==> src/verilog/rcp_consts.svh <==
// Character codes, status-byte layout and address limits of the remote command port
`ifndef RCP_CONSTS_SVH
`define RCP_CONSTS_SVH
`define CH_CR       8'h0d
`define CH_ESC      8'h1b
`define CH_SP       8'h20
`define CH_PERIOD   8'h2e
`define CH_D0       8'h30
`define CH_D9       8'h39
`define CH_SEMI     8'h3b
`define CH_UC_A     8'h41
`define CH_UC_C     8'h43
`define CH_UC_E     8'h45
`define CH_UC_H     8'h48
`define CH_UC_Z     8'h5a
`define CH_LBRACK   8'h5b
`define CH_LC_A     8'h61
`define CH_LC_M     8'h6d
`define CH_LC_Z     8'h7a
`define CH_LBRACE   8'h7b
`define CH_RBRACE   8'h7d
`define CH_CASE_OFS 8'h20
`define CH_SGR_HL   8'h37
`define CH_SGR_BL   8'h35
`define CH_SGR_OFF  8'h30
`define SPB_SYNTAX  0
`define SPB_CRC     2
`define SPB_RQS     6
`define ADDR_MIN    5'h01
`define ADDR_MAX    5'h1e
`endif

==> src/verilog/rcp_pkg.sv <==
// Types shared by the remote command port modules
package rcp_pkg;
  typedef enum logic [2:0] {
    KEY_DIGIT  = 3'b000,
    KEY_PERIOD = 3'b001,
    KEY_CLEAR  = 3'b010,
    KEY_ENTER  = 3'b011,
    KEY_MNEM   = 3'b100
  } key_kind_t;
  typedef struct packed {
    logic      remote;
    key_kind_t kind;
    logic [15:0] code;
  } key_t;
  typedef struct packed {
    logic crc;
    logic unavail;
    logic syntax;
  } err_t;
  typedef struct packed {
    logic ifc;
    logic dcl;
    logic get;
    logic llo;
    logic gtl;
    logic spoll;
  } bus_evt_t;
  typedef enum logic [1:0] {
    ATTR_HL_ON    = 2'b00,
    ATTR_BLINK_ON = 2'b01,
    ATTR_OFF      = 2'b10,
    ATTR_HOME     = 2'b11
  } attr_op_t;
  typedef enum logic [2:0] {
    PS_IDLE = 3'b000,
    PS_CLR  = 3'b001,
    PS_M1   = 3'b010,
    PS_M2   = 3'b011,
    PS_SKIP = 3'b100
  } parse_st_t;
  typedef struct packed {logic [2:0] err; logic rqs;} spoll_st_t;
  typedef struct packed {
    logic busy; logic ansi; attr_op_t op; logic [3:0] idx;
    logic rdy; logic tx_valid; logic [7:0] tx_byte;
  } attr_st_t;
  typedef struct packed {
    parse_st_t st; logic [7:0] m1; logic [7:0] m2; logic [7:0] held;
    logic replay; logic num_open; logic num_closed; logic sp_seen;
    logic listen; logic remote; logic lockout; logic addr_ok; logic rx_rdy;
    logic key_valid; key_t key; logic syn_err; logic dev_clear; logic trig;
  } top_st_t;
endpackage : rcp_pkg

==> src/verilog/ieee488_remote_command_port.sv <==
// Remote command parser, bus interface functions and status for the remote port
`include "rcp_consts.svh"
module ieee488_remote_command_port
  import rcp_pkg::*;
(
  input  wire logic       core_clk,
  input  wire logic       rst,
  input  wire logic [4:0] cfg_addr,
  input  wire logic       ansi_mode,
  input  wire logic [7:0] home_row_bcd,
  input  wire logic [7:0] home_col_bcd,
  input  wire logic       bus_addr_stb,
  input  wire logic [4:0] bus_addr,
  input  wire bus_evt_t   bus_evt,
  input  wire logic       rx_valid,
  input  wire logic [7:0] rx_byte,
  output logic            rx_ready,
  input  wire logic       panel_valid,
  input  wire key_t       panel_key,
  input  wire logic       prog_wait_trig,
  input  wire err_t       instr_err,
  input  wire logic       attr_req,
  input  wire attr_op_t   attr_op,
  output logic            attr_ready,
  input  wire logic       tx_ready,
  output logic            tx_valid,
  output logic      [7:0] tx_byte,
  output logic            key_valid,
  output key_t            key_out,
  output logic            addr_ok,
  output logic            listening,
  output logic            remote,
  output logic            lockout,
  output logic      [7:0] status_byte,
  output logic            srq,
  output logic            dev_clear,
  output logic            trig_resume
);
  top_st_t    s_r;
  top_st_t    s_nxt;
  err_t       err_all;
  logic       take;
  logic [7:0] c;

  // Folds lower-case letters onto upper case
  function automatic logic [7:0] upcase(input logic [7:0] b);
    upcase = (b >= `CH_LC_A && b <= `CH_LC_Z) ? b - `CH_CASE_OFS : b;
  endfunction : upcase

  function automatic logic is_digit(input logic [7:0] b);
    is_digit = (b >= `CH_D0) && (b <= `CH_D9);
  endfunction : is_digit

  function automatic logic is_letter(input logic [7:0] b);
    is_letter = (b >= `CH_UC_A) && (b <= `CH_UC_Z);
  endfunction : is_letter

  function automatic logic is_delim(input logic [7:0] b);
    is_delim = (b == `CH_SP) || (b == `CH_SEMI) || (b == `CH_CR);
  endfunction : is_delim

  function automatic key_t mk_key(input key_kind_t kind, input logic [15:0] code);
    mk_key = '{remote: 1'b1, kind: kind, code: code};
  endfunction : mk_key

  function automatic logic addr_in_range(input logic [4:0] a);
    addr_in_range = (a >= `ADDR_MIN) && (a <= `ADDR_MAX);
  endfunction : addr_in_range

  always_comb begin
    c = upcase(s_r.replay ? s_r.held : rx_byte);
    take = s_r.replay || (rx_valid && s_r.rx_rdy);
    s_nxt = s_r;
    s_nxt.key_valid = 1'b0;
    s_nxt.syn_err = 1'b0;
    s_nxt.dev_clear = 1'b0;
    s_nxt.trig = 1'b0;
    s_nxt.replay = 1'b0;
    if (take) begin
      case (s_r.st)
        PS_IDLE: begin
          if (is_digit(c) || c == `CH_PERIOD) begin
            s_nxt.key_valid = 1'b1;
            s_nxt.key = mk_key(is_digit(c) ? KEY_DIGIT : KEY_PERIOD, {8'h00, c});
            s_nxt.num_open = 1'b1;
            s_nxt.num_closed = 1'b0;
            s_nxt.sp_seen = 1'b0;
          end else if (c == `CH_CR) begin
            s_nxt.sp_seen = 1'b0;
            if (s_r.num_closed) begin
              s_nxt.key_valid = 1'b1;
              s_nxt.key = mk_key(KEY_ENTER, {8'h00, `CH_UC_E});
              s_nxt.num_closed = 1'b0;
            end else if (s_r.num_open) begin
              s_nxt.num_open = 1'b0;
              s_nxt.num_closed = 1'b1;
            end
          end else if (c == `CH_SP) begin
            if (s_r.sp_seen) begin
              s_nxt.syn_err = 1'b1;
              s_nxt.st = PS_SKIP;
            end else begin
              s_nxt.sp_seen = 1'b1;
            end
          end else if (c == `CH_SEMI) begin
            s_nxt.sp_seen = 1'b0;
          end else if (is_letter(c)) begin
            s_nxt.num_open = 1'b0;
            s_nxt.num_closed = 1'b0;
            s_nxt.sp_seen = 1'b0;
            s_nxt.m1 = c;
            s_nxt.st = (c == `CH_UC_C) ? PS_CLR : PS_M1;
          end else begin
            s_nxt.syn_err = 1'b1;
            s_nxt.st = PS_SKIP;
          end
        end
        PS_CLR: begin
          if (is_letter(c)) begin
            s_nxt.m2 = c;
            s_nxt.st = PS_M2;
          end else begin
            s_nxt.key_valid = 1'b1;
            s_nxt.key = mk_key(KEY_CLEAR, {8'h00, `CH_UC_C});
            s_nxt.st = PS_IDLE;
            if (!is_delim(c)) begin
              s_nxt.held = c;
              s_nxt.replay = 1'b1;
            end
          end
        end
        PS_M1: begin
          if (is_letter(c) || is_digit(c)) begin
            s_nxt.m2 = c;
            s_nxt.st = PS_M2;
          end else if (is_delim(c)) begin
            s_nxt.key_valid = 1'b1;
            s_nxt.st = PS_IDLE;
            if (s_r.m1 == `CH_UC_E) begin
              s_nxt.key = mk_key(KEY_ENTER, {8'h00, `CH_UC_E});
            end else begin
              s_nxt.key = mk_key(KEY_MNEM, {s_r.m1, 8'h00});
            end
          end else begin
            s_nxt.syn_err = 1'b1;
            s_nxt.st = PS_SKIP;
          end
        end
        PS_M2: begin
          if (is_delim(c)) begin
            s_nxt.key_valid = 1'b1;
            s_nxt.key = mk_key(KEY_MNEM, {s_r.m1, s_r.m2});
            s_nxt.st = PS_IDLE;
          end else begin
            s_nxt.syn_err = 1'b1;
            s_nxt.st = PS_SKIP;
          end
        end
        PS_SKIP: begin
          if (c == `CH_CR) begin
            s_nxt.st = PS_IDLE;
          end
        end
        default: begin
          s_nxt.st = PS_IDLE;
        end
      endcase
    end else if (panel_valid && s_r.st == PS_IDLE && !s_r.lockout) begin
      s_nxt.key_valid = 1'b1;
      s_nxt.key = panel_key;
      s_nxt.key.remote = 1'b0;
    end
    s_nxt.addr_ok = addr_in_range(cfg_addr);
    if (bus_addr_stb) begin
      s_nxt.listen = s_r.addr_ok && (bus_addr == cfg_addr);
      if (s_nxt.listen) s_nxt.remote = 1'b1;
    end
    if (bus_evt.llo) s_nxt.lockout = 1'b1;
    if (bus_evt.gtl) begin
      s_nxt.lockout = 1'b0;
      s_nxt.remote = 1'b0;
    end
    if (bus_evt.get) s_nxt.trig = prog_wait_trig;
    if (bus_evt.ifc) begin
      s_nxt.st = PS_IDLE;
      s_nxt.replay = 1'b0;
      s_nxt.num_open = 1'b0;
      s_nxt.num_closed = 1'b0;
      s_nxt.sp_seen = 1'b0;
      s_nxt.listen = 1'b0;
    end
    if (bus_evt.dcl) begin
      s_nxt = '0;
      s_nxt.dev_clear = 1'b1;
      s_nxt.addr_ok = addr_in_range(cfg_addr);
    end
    s_nxt.rx_rdy = s_nxt.listen && !s_nxt.replay;
  end

  always_ff @(posedge core_clk) begin
    if (rst) s_r <= '0;
    else s_r <= s_nxt;
  end

  assign err_all = '{crc: instr_err.crc, unavail: instr_err.unavail,
                     syntax: instr_err.syntax | s_r.syn_err};

  sp_status u_status (
    .core_clk    (core_clk),
    .rst         (rst),
    .clr         (bus_evt.dcl),
    .err_in      (err_all),
    .spoll_rd    (bus_evt.spoll),
    .status_byte (status_byte),
    .srq         (srq)
  );

  term_attr_tx u_attr (
    .core_clk     (core_clk),
    .rst          (rst),
    .abort        (bus_evt.ifc | bus_evt.dcl),
    .ansi_mode    (ansi_mode),
    .home_row_bcd (home_row_bcd),
    .home_col_bcd (home_col_bcd),
    .req          (attr_req),
    .op           (attr_op),
    .req_ready    (attr_ready),
    .tx_ready     (tx_ready),
    .tx_valid     (tx_valid),
    .tx_byte      (tx_byte)
  );

  assign rx_ready = s_r.rx_rdy;
  assign key_valid = s_r.key_valid;
  assign key_out = s_r.key;
  assign addr_ok = s_r.addr_ok;
  assign listening = s_r.listen;
  assign remote = s_r.remote;
  assign lockout = s_r.lockout;
  assign dev_clear = s_r.dev_clear;
  assign trig_resume = s_r.trig;

  property p_addr_range;
    @(posedge core_clk) disable iff (rst)
      listening |-> addr_ok && (cfg_addr != 5'h00) && (cfg_addr <= `ADDR_MAX);
  endproperty
  a_addr_range: assert property (p_addr_range) else $error("listening on bad address");

  property p_panel_locked;
    @(posedge core_clk) disable iff (rst)
      key_valid && !key_out.remote |-> !$past(lockout);
  endproperty
  a_panel_locked: assert property (p_panel_locked) else $error("panel key under lockout");

  property p_bad_char;
    @(posedge core_clk) disable iff (rst)
      rx_valid && rx_ready && s_r.st == PS_IDLE && !s_r.replay && rx_byte == 8'h21
      && !bus_evt.dcl && !bus_evt.ifc
      |=> ##1 (status_byte[`SPB_SYNTAX] || $past(bus_evt.dcl));
  endproperty
  a_bad_char: assert property (p_bad_char) else $error("syntax error not flagged");

  property p_err_srq;
    @(posedge core_clk) disable iff (rst)
      (|instr_err) && !bus_evt.dcl |=> srq && status_byte[`SPB_RQS];
  endproperty
  a_err_srq: assert property (p_err_srq) else $error("error raised no service request");

  property p_poll_clears;
    @(posedge core_clk) disable iff (rst)
      bus_evt.spoll && !(|err_all) |=> !srq;
  endproperty
  a_poll_clears: assert property (p_poll_clears) else $error("poll left request set");

  property p_err_hold;
    @(posedge core_clk) disable iff (rst)
      !(|err_all) && !bus_evt.dcl |=> $stable(status_byte[2:0]);
  endproperty
  a_err_hold: assert property (p_err_hold) else $error("error bits changed without error");

  property p_err_onehot;
    @(posedge core_clk) disable iff (rst)
      (|err_all) && !bus_evt.dcl |=> $onehot(status_byte[2:0]);
  endproperty
  a_err_onehot: assert property (p_err_onehot) else $error("error bits not rewritten");

  property p_get_resume;
    @(posedge core_clk) disable iff (rst)
      bus_evt.get && prog_wait_trig && !bus_evt.dcl |=> trig_resume ##1 !trig_resume;
  endproperty
  a_get_resume: assert property (p_get_resume) else $error("trigger did not resume");

  property p_dcl;
    @(posedge core_clk) disable iff (rst)
      bus_evt.dcl |=> dev_clear && !lockout && !listening && !remote && !srq;
  endproperty
  a_dcl: assert property (p_dcl) else $error("device clear incomplete");

  property p_ifc;
    @(posedge core_clk) disable iff (rst)
      bus_evt.ifc |=> !rx_ready && !listening && !tx_valid;
  endproperty
  a_ifc: assert property (p_ifc) else $error("interface clear did not abort");

  property p_llo;
    @(posedge core_clk) disable iff (rst)
      bus_evt.llo && !bus_evt.gtl && !bus_evt.dcl |=> lockout;
  endproperty
  a_llo: assert property (p_llo) else $error("lockout not entered");

  property p_gtl;
    @(posedge core_clk) disable iff (rst)
      bus_evt.gtl |=> !lockout && !remote;
  endproperty
  a_gtl: assert property (p_gtl) else $error("return to local ignored");

  // A panel key is taken when the parser is idle, lockout is off and no byte arrives
  property p_panel_key;
    @(posedge core_clk) disable iff (rst)
      panel_valid && !lockout && s_r.st == PS_IDLE && !s_r.replay
      && !(rx_valid && rx_ready) && !bus_evt.dcl |=> key_valid && !key_out.remote;
  endproperty
  a_panel_key: assert property (p_panel_key) else $error("panel key not accepted");
endmodule : ieee488_remote_command_port

==> src/verilog/sp_status.sv <==
// Serial-poll status byte with request-service flag and latest-error bits
`include "rcp_consts.svh"
module sp_status
  import rcp_pkg::*;
(
  input  wire logic       core_clk,
  input  wire logic       rst,
  input  wire logic       clr,
  input  wire err_t       err_in,
  input  wire logic       spoll_rd,
  output logic      [7:0] status_byte,
  output logic            srq
);
  spoll_st_t s_r;
  spoll_st_t s_nxt;

  always_comb begin
    s_nxt = s_r;
    if (spoll_rd) begin
      s_nxt.rqs = 1'b0;
    end
    if (|err_in) begin
      s_nxt.rqs = 1'b1;
      if (err_in.syntax) s_nxt.err = 3'b001;
      else if (err_in.unavail) s_nxt.err = 3'b010;
      else s_nxt.err = 3'b100;
    end
    if (clr) begin
      s_nxt = '0;
    end
  end

  always_ff @(posedge core_clk) begin
    if (rst) s_r <= '0;
    else s_r <= s_nxt;
  end

  always_comb begin
    status_byte = 8'h00;
    status_byte[`SPB_RQS] = s_r.rqs;
    status_byte[`SPB_CRC:`SPB_SYNTAX] = s_r.err;
  end
  assign srq = s_r.rqs;
endmodule : sp_status

==> src/verilog/term_attr_tx.sv <==
// Screen attribute encoder: escape sequences or brace markers toward the controller
`include "rcp_consts.svh"
module term_attr_tx
  import rcp_pkg::*;
(
  input  wire logic       core_clk,
  input  wire logic       rst,
  input  wire logic       abort,
  input  wire logic       ansi_mode,
  input  wire logic [7:0] home_row_bcd,
  input  wire logic [7:0] home_col_bcd,
  input  wire logic       req,
  input  wire attr_op_t   op,
  output logic            req_ready,
  input  wire logic       tx_ready,
  output logic            tx_valid,
  output logic      [7:0] tx_byte
);
  localparam attr_st_t ATTR_RST = '{rdy: 1'b1, op: ATTR_HL_ON, default: '0};
  attr_st_t s_r;
  attr_st_t s_nxt;

  // Returns {last, byte} for one step of the sequence
  function automatic logic [8:0] seq_char(input attr_st_t st, input logic [7:0] row,
                                          input logic [7:0] col);
    logic [7:0] c;
    logic       last;
    c = `CH_ESC;
    last = 1'b0;
    if (!st.ansi) begin
      c = (st.op == ATTR_OFF) ? `CH_RBRACE : `CH_LBRACE;
      last = 1'b1;
    end else begin
      case (st.idx)
        4'h1: c = `CH_LBRACK;
        4'h2: c = (st.op == ATTR_HOME) ? {4'h3, row[7:4]} :
                  (st.op == ATTR_HL_ON) ? `CH_SGR_HL :
                  (st.op == ATTR_BLINK_ON) ? `CH_SGR_BL : `CH_SGR_OFF;
        4'h3: begin
          c = (st.op == ATTR_HOME) ? {4'h3, row[3:0]} : `CH_LC_M;
          last = (st.op != ATTR_HOME);
        end
        4'h4: c = `CH_SEMI;
        4'h5: c = {4'h3, col[7:4]};
        4'h6: c = {4'h3, col[3:0]};
        4'h7: begin
          c = `CH_UC_H;
          last = 1'b1;
        end
        default: c = `CH_ESC;
      endcase
    end
    seq_char = {last, c};
  endfunction : seq_char

  always_comb begin
    logic [8:0] sc;
    sc = seq_char(s_r, home_row_bcd, home_col_bcd);
    s_nxt = s_r;
    if (s_r.tx_valid && tx_ready) s_nxt.tx_valid = 1'b0;
    if (s_r.busy && (!s_r.tx_valid || tx_ready)) begin
      s_nxt.tx_valid = 1'b1;
      s_nxt.tx_byte = sc[7:0];
      s_nxt.idx = s_r.idx + 4'h1;
      s_nxt.busy = !sc[8];
    end else if (s_r.rdy && req) begin
      s_nxt.op = op;
      s_nxt.ansi = ansi_mode;
      s_nxt.idx = 4'h0;
      s_nxt.busy = ansi_mode || (op != ATTR_HOME);
    end
    s_nxt.rdy = !s_nxt.busy;
    if (abort) s_nxt = ATTR_RST;
  end

  always_ff @(posedge core_clk) begin
    if (rst) s_r <= ATTR_RST;
    else s_r <= s_nxt;
  end

  assign req_ready = s_r.rdy;
  assign tx_valid = s_r.tx_valid;
  assign tx_byte = s_r.tx_byte;

  property p_tx_hold;
    @(posedge core_clk) disable iff (rst)
      tx_valid && !tx_ready && !abort |=> tx_valid && $stable(tx_byte);
  endproperty
  a_tx_hold: assert property (p_tx_hold) else $error("tx byte dropped before taken");
endmodule : term_attr_tx

==> config.mk <==
export PLATFORM = sky130hd
export DESIGN_NAME = ieee488_remote_command_port
export DESIGN_NICKNAME = d
export VERILOG_FILES = /design/src/verilog/rcp_pkg.sv /design/src/verilog/ieee488_remote_command_port.sv /design/src/verilog/sp_status.sv /design/src/verilog/term_attr_tx.sv
export VERILOG_INCLUDE_DIRS = /design/src /design/src/verilog
export SDC_FILE = /design/constraint.sdc
export NUM_CORES = 1
export LEC_CHECK = 0
export BUFFER_PORTS_ARGS = -buffer_cell sky130_fd_sc_hd__buf_2
export CORE_MARGIN = 3
export CORE_UTILIZATION = 40
export DETAILED_ROUTE_END_ITERATION = 12
export PLACE_DENSITY_LB_ADDON = 0.15
export SYNTH_ARGS = -nofsm -noshare
export SYNTH_HDL_FRONTEND = slang
export SYNTH_SLANG_ARGS = --single-unit
==> constraint.sdc <==
create_clock -name core_clk -period 4.8 [get_ports core_clk]
set_clock_uncertainty 0.2 [all_clocks]
set_input_delay 0.48 -clock core_clk [delete_from_list [all_inputs] [get_ports core_clk]]
set_output_delay 0.48 -clock core_clk [all_outputs]
set_load 0.01 [all_outputs]
* Word-level counts from Yosys, hierarchy flattened
Cells that the tools add are included.
Cells by class: add/subtract/negate cells 2, $lt $le $gt $ge 8, equal/unequal tests 40, muxes and demuxes 80, bitwise gates (word level) 11, reduce and logical (&&, ||, !) cells 50
Operators by type and width (count):
- 21-bit 2-to-1 mux | 8
- 21-bit one-hot mux with 4 select lines | 1
- 8-bit 2-to-1 mux | 10
- 8-bit one-hot mux with 7 select lines | 1
- 3-bit 2-to-1 mux | 14
- 11-bit 2-to-1 mux | 3
- 33-bit 2-to-1 mux | 1
- 3-bit != test, second input constant | 9
- 1-bit 2-to-1 mux | 25
- 8-bit by 6-bit equality test with 1-bit output, second input constant | 3
- 22-bit 2-to-1 mux | 1
- 19-bit 2-to-1 mux | 1
- 4-bit by 3-bit equality test with 1-bit output, second input constant | 4
- 8-bit by 7-bit equality test with 1-bit output, second input constant | 2
- 8-bit by 7-bit >= comparator with 1-bit output, second input constant | 2
- 8-bit by 7-bit less-or-equal comparator with 1-bit output, second input constant | 2
- 8-bit one-hot mux with 2 select lines | 1
- 3-bit one-hot mux with 5 select lines | 1
- 3-bit OR reduction | 5
- 2-bit != test, second input constant | 7
- 1-bit logical AND | 12
- 2-bit 2-to-1 mux | 6
- 6-bit AND reduction | 2
- 2-bit nonzero test | 5
- other kinds (38) | 65
Word-level totals: register bits after elaboration 82, bits of input ports 74, output and inout bits 47, word-level logic and storage cells 220

* Depth between registers and ports, before layout
depth after elaboration 17, mapped depth 13, depth with buffers taken out 11

* Cells and area by module
From an unflattened synthesis, not the netlist that was laid out.
Second synthesis, totals: cell total of the unflattened synthesis 575, area, all modules 4919.7 µm²
By module, submodules not included:
- ieee488_remote_command_port | instances 1, cells each 419, area an instance 3674.8 µm²
- term_attr_tx | instances 1, cells each 136, area an instance 1056.0 µm²
- sp_status | instances 1, cells each 20, area an instance 188.9 µm²

* Worst setup path before layout
Ideal clock, no wire load.
kind register to register, start point register s_r[32] (netlist bit), end point register s_r, in the netlist key_out[11], data arrival time 2.834 ns, required time 4.472 ns, slack 1.638 ns, cell stages (with the launch flop) 14, buffers on the path 2, path through dfxtp_1 buf_6 mux2_2 inv_1 ha_1 nor2b_1 nand3_1 nand3b_1 a21oi_2 nand2_1 a311o_1 buf_6 a222oi_1 nor2_1
On the way: cells in the longest elaborated chain, start to end 10, elaborated cells on any way between the ends 33, classes of those cells add/sub (1); order compare (6); eq/ne (11); mux (5); reduce/logical (10)
Ends and longest elaborated chain:
- start, declared | line ieee488_remote_command_port.sv:39 | top_st_t s_r;
- start signal, assigned | line ieee488_remote_command_port.sv:202 | else s_r <= s_nxt;
- 8-bit 2-to-1 mux | line ieee488_remote_command_port.sv:71 | c = upcase(s_r.replay ? s_r.held : rx_byte);
- 8-bit by 7-bit >= comparator with 1-bit output (no line) / 8-bit by 7-bit less-or-equal comparator with 1-bit output (equally long branches)
- 1-bit logical AND (no line)
- 8-bit 2-to-1 mux | line ieee488_remote_command_port.sv:47 | upcase = (b >= `CH_LC_A && b <= `CH_LC_Z) ? b - `CH_CASE_OFS : b;
- 8-bit by 6-bit >= comparator with 1-bit output (no line) / 8-bit by 6-bit less-or-equal comparator with 1-bit output (equally long branches)
- 1-bit logical AND | line ieee488_remote_command_port.sv:51 | is_digit = (b >= `CH_D0) && (b <= `CH_D9);
- 1-bit logical OR (no line)
- 21-bit 2-to-1 mux | line ieee488_remote_command_port.sv:82 | if (is_digit(c) || c == `CH_PERIOD) begin
- 21-bit one-hot mux with 4 select lines | line ieee488_remote_command_port.sv:80 | case (s_r.st)
- 21-bit 2-to-1 mux | line ieee488_remote_command_port.sv:79 | if (take) begin
Several ways; a longest one is shown, not always the timed one. A chain may end at the register's enable or synchronous reset.

* Final worst setup path
start point register s_r[32] (netlist bit), end point register s_r, in the netlist key_out[1]
The elaborated chain is that of the path after synthesis.

==> flow_metrics.py <==
metrics = {
    "worst_setup_path": {
        "crit_path_end": "key_out[1]",
        "worstSetupEndpointType": "register",
        "crit_required_ns": 4.86,
        "r2r_cells": 8,
        "r2r-end": "key_out[1]",
        "cp-start-kind": "register",
        "path_class": "reg -> reg",
        "slowest_stage": "a311o_1",
        "path_max_fanout": 30,
        "critPathLaunch": "s_r[32]",
        "r2r_start": "s_r[32]",
        "reg2reg_slack_ns": 1.08,
        "cp_cell_sequence": "buf_4 -> mux2i_2 -> nand2_1 -> nand4b_1 -> o211ai_1 -> a311o_1 -> a222oi_1 -> a21oi_1",
        "worstPathArrival_ns": 3.79,
        "critPathMaxStageDelay_ns": 0.75,
    },
    "sta": {
        "worst_pin_slew_ns": 1.19,
        "whs_ns": 0.112,
        "rsz0062_at_grt": "no",
        "post-route-period-util_pct": 77.6,
        "setup_viol": 0,
        "setup_tns_ns": 0,
        "hold_viol_final": 0,
        "fmaxAchievable_mhz": 269,
        "layout_min_cycle_time_ns": 3.72,
        "drv_slew": 0,
        "max_slew_margin_pct": 20.3,
    },
    "power": {
        "switching_share_pct": 23.3,
        "ir_worst_vdd_mv": 0.273,
        "pwr-share-comb_pct": 9.1,
        "power.switching_mw": 0.356,
        "p_int_mw": 1.17,
        "seqPwrFrac_pct": 45.1,
        "power.density_nw_per_um2": 292,
        "p_clk_share_pct": 45.8,
        "p_leak_nw": 2.04,
    },
    "floorplanning": {
        "rows": 38,
        "die_h_um": 113,
        "core-area_um2": 11000,
        "initial_core_util_pct": 41.3,
        "dieArea_um2": 12700,
        "num_io_pins": 121,
        "die_w_um": 113,
    },
    "cts": {
        "cts_inserted_buffers": 9,
        "cts-root-buf": "clkbuf_16",
        "cts_hold_buf": 0,
        "cts_tree": "done",
        "clk_pin_slew_ns": 0.06,
        "clock_sinks": 81,
        "cts_resized": 0,
        "postCtsSetupRepairBufs": 0,
        "clock_path_buffers": 2,
        "htreeDepth": 3,
        "clk_latency_ns": 0.34,
    },
    "yosys": {
        "synthXorXnorAreaFrac_pct": 0.965,
        "synth_area_per_cell_um2": 8.12,
        "synth_top_area_share_pct": 35.7,
        "synth_area_um2": 4540,
        "synth_edf_count": 0,
        "synth_fa_ha_area_share_pct": 1.38,
        "synthDistinctLibCells": 74,
        "synthArstFlopShare_pct": 0,
        "synthFlopType": "dfxtp_1",
        "ys_seq_area_share_pct": 35.7,
        "netlist_top_cells_area": "dfxtp_1, buf_4, nor2_1, a21oi_1, nand2_1",
        "netlist_instances": 559,
        "synth_commonest_cells": "dfxtp_1, nor2_1, nand2_1",
        "synth_top_family_by_area": "compound AO/OA/AOI/OAI gates",
        "yosys.area.top_type": "dfxtp_1",
        "synth_most_common_cell": "dfxtp_1",
        "synthMuxAreaShare_pct": 3.64,
        "ys_warn_count": 0,
        "synth_seq_cells": 81,
        "synthSimpleGateAreaFrac_pct": 23.7,
        "synth-compound-area-share_pct": 24.1,
    },
    "grt": {
        "grt_first_pass_wirelength_mm": 19.9,
        "grt.overflow.total": 0,
        "grt_pass1_vias": 4081,
        "grt_usage_pct": 19.0,
        "grt_start_max_net_pins": 50,
        "antenna_found_initial": 0,
    },
    "final_layout": {
        "nets": 705,
        "antenna_cells": 0,
        "area_delta_synth_final_pct": 15.3,
        "drive_above_1_share_pct": 24.4,
    },
    "placement": {
        "gp_congestion": 0.885,
        "port_buffers": 114,
        "dp_hpwl_mm": 8.60,
    },
    "detailed_routing": {
        "route.detailed.drc": 0,
        "finalWirelength_mm": 11.8,
        "drt_pass1_iterations": 5,
        "drt_iter0_markers": 317,
        "antenna_left": 0,
        "routedWlPerCell_um": 15.3,
        "vias": 4264,
        "via_per_inst": 5.54,
    },
    "flow_run": {
        "drv_cap": 0,
    },
    "outcome": {
        "status": "finished, final reports clean",
    },
    "hold_path": {
        "hp-class": "in -> reg",
    },
}
==> cells in the final DEF (no fill, tap or decap), types with 3 or more instances in the layout <==
| cell | synthesis | layout |
|---|---|---|
| nand4b_1 | 4 | 4 |
| buf_2 | 5 | 114 |
| nand3b_1 | 4 | 4 |
| nand2b_1 | 8 | 8 |
| o21ai_0 | 30 | 30 |
| nor2b_1 | 10 | 10 |
| nor2_1 | 68 | 68 |
| inv_1 | 18 | 18 |
| or3_1 | 6 | 6 |
| a221o_1 | 3 | 3 |
| a22oi_1 | 6 | 6 |
| nor3b_1 | 5 | 5 |
| clkbuf_16 | 0 | 9 |
| a41oi_1 | 3 | 3 |
| buf_4 | 34 | 3 |
| o211ai_1 | 3 | 3 |
| and3_1 | 5 | 5 |
| a211oi_1 | 18 | 18 |
| nand3_1 | 12 | 12 |
| dfxtp_1 | 81 | 81 |
| or4_1 | 3 | 3 |
| a222oi_1 | 9 | 9 |
| conb_1 | 1 | 5 |
| a32oi_1 | 3 | 3 |
| xnor2_1 | 5 | 5 |
| nand4_1 | 4 | 4 |
| a21oi_1 | 42 | 42 |
| nor3_1 | 14 | 13 |
| a31oi_1 | 5 | 5 |
| ha_1 | 5 | 5 |
| nand2_1 | 48 | 48 |
| a221oi_1 | 5 | 5 |
| mux2i_1 | 10 | 10 |
| a311oi_1 | 3 | 3 |
==> layer usage <==
layer / track usage (%) / routed length (um) / vias up / part of all wire [%]
met5: 0 / 0 / - / 0
met4: 6.81 / 179 / 0 / 1.5
met3: 4.26 / 624 / 16 / 5.3
met2: 31.7 / 5670 / 119 / 48
met1: 24.0 / 5340 / 2010 / 45
li1: - / - / 2119 / -
==> area by class of cell <==
class / count / area (um2)
sequential: 81 / 1620
multi-input combinational: 398 / 2460
fill: 1065 / 5750
inverter: 19 / 71.3
timing repair buffer: 117 / 593
clock inverter: 4 / 51.3
clock buffer: 11 / 253
tap: 140 / 175
==> sequential cells by signal, summed over array words and instances, names as in the netlist <==
name                  cells
addr_ok                   1
dev_clear                 1
key_out                  20
key_valid                 1
listening                 1
lockout                   1
remote                    1
rx_ready                  1
s_r                      32
trig_resume               1
u_attr.req_ready          1
u_attr.s_r                8
u_attr.tx_byte            7
u_attr.tx_valid           1
u_status.srq              1
u_status.status_byte      3
==> power by group through the flow <==
stage | clock network (mW) | registers (mW) | logic (mW)
floorplan | 0 | 0.703 | 0.0886
global placement | 0 | 0.703 | 0.137
detailed placement | 0 | 0.703 | 0.139
CTS | 0.721 | 0.688 | 0.140
global route | 0.746 | 0.689 | 0.156
finish | 0.699 | 0.688 | 0.139
==> worst min-delay path by stage <==
stage | startpoint | endpoint | cells past startpoint
5_1_grt | instr_err[0] | u_status.status_byte[1] | 2
2_1_floorplan | s_r[2] | u_status.status_byte[1] | 1
3_3_place_gp | s_r[2] | u_status.status_byte[1] | 1
4_1_cts | instr_err[0] | u_status.status_byte[1] | 2
6_report | instr_err[0] | u_status.status_byte[1] | 2
3_5_place_dp | s_r[2] | u_status.status_byte[1] | 1
==> metrics by stage <==
| step | setup slack, ns | util [%] | cells | power, mW | cell area (um2) |
|---|---|---|---|---|---|
| 2_1_floorplan | 1.64 | - | 563 | 0.792 | 4550 |
| 3_3_place_gp | 1.13 | 44.8 | 755 | 0.840 | 4920 |
| 3_5_place_dp | 1.08 | 44.8 | 755 | 0.843 | 4920 |
| 4_1_cts | 1.06 | 47.6 | 770 | 1.55 | 5230 |
| 5_1_grt | 0.795 | 47.6 | 770 | 1.59 | 5230 |
| 6_report | 1.08 | 47.6 | 770 | 1.53 | 5230 |
==> logic make-up (layout without fill, tap and decap cells) <==
logic type | count (synthesis) | after routing
AND/OR/NAND/NOR | 210 | 210
flip-flops | 81 | 81
adder cells (fa/ha/maj) | 5 | 5
XOR/XNOR | 5 | 5
other | 1 | 5
AO/OA/AOI/OAI | 158 | 158
buffers and inverters | 84 | 151
multiplexers | 15 | 15
==> critical path, delay by kind of cell (launching register included) <==
| family | cells | cell delay, ns |
|---|---|---|
| mux | 1 | 0.45 |
| simple gates | 2 | 0.66 |
| buf+inv | 1 | 0.37 |
| compound gates | 4 | 1.51 |
| flops | 1 | 0.45 |
Note: power is estimated with default switching activity, not from simulation.
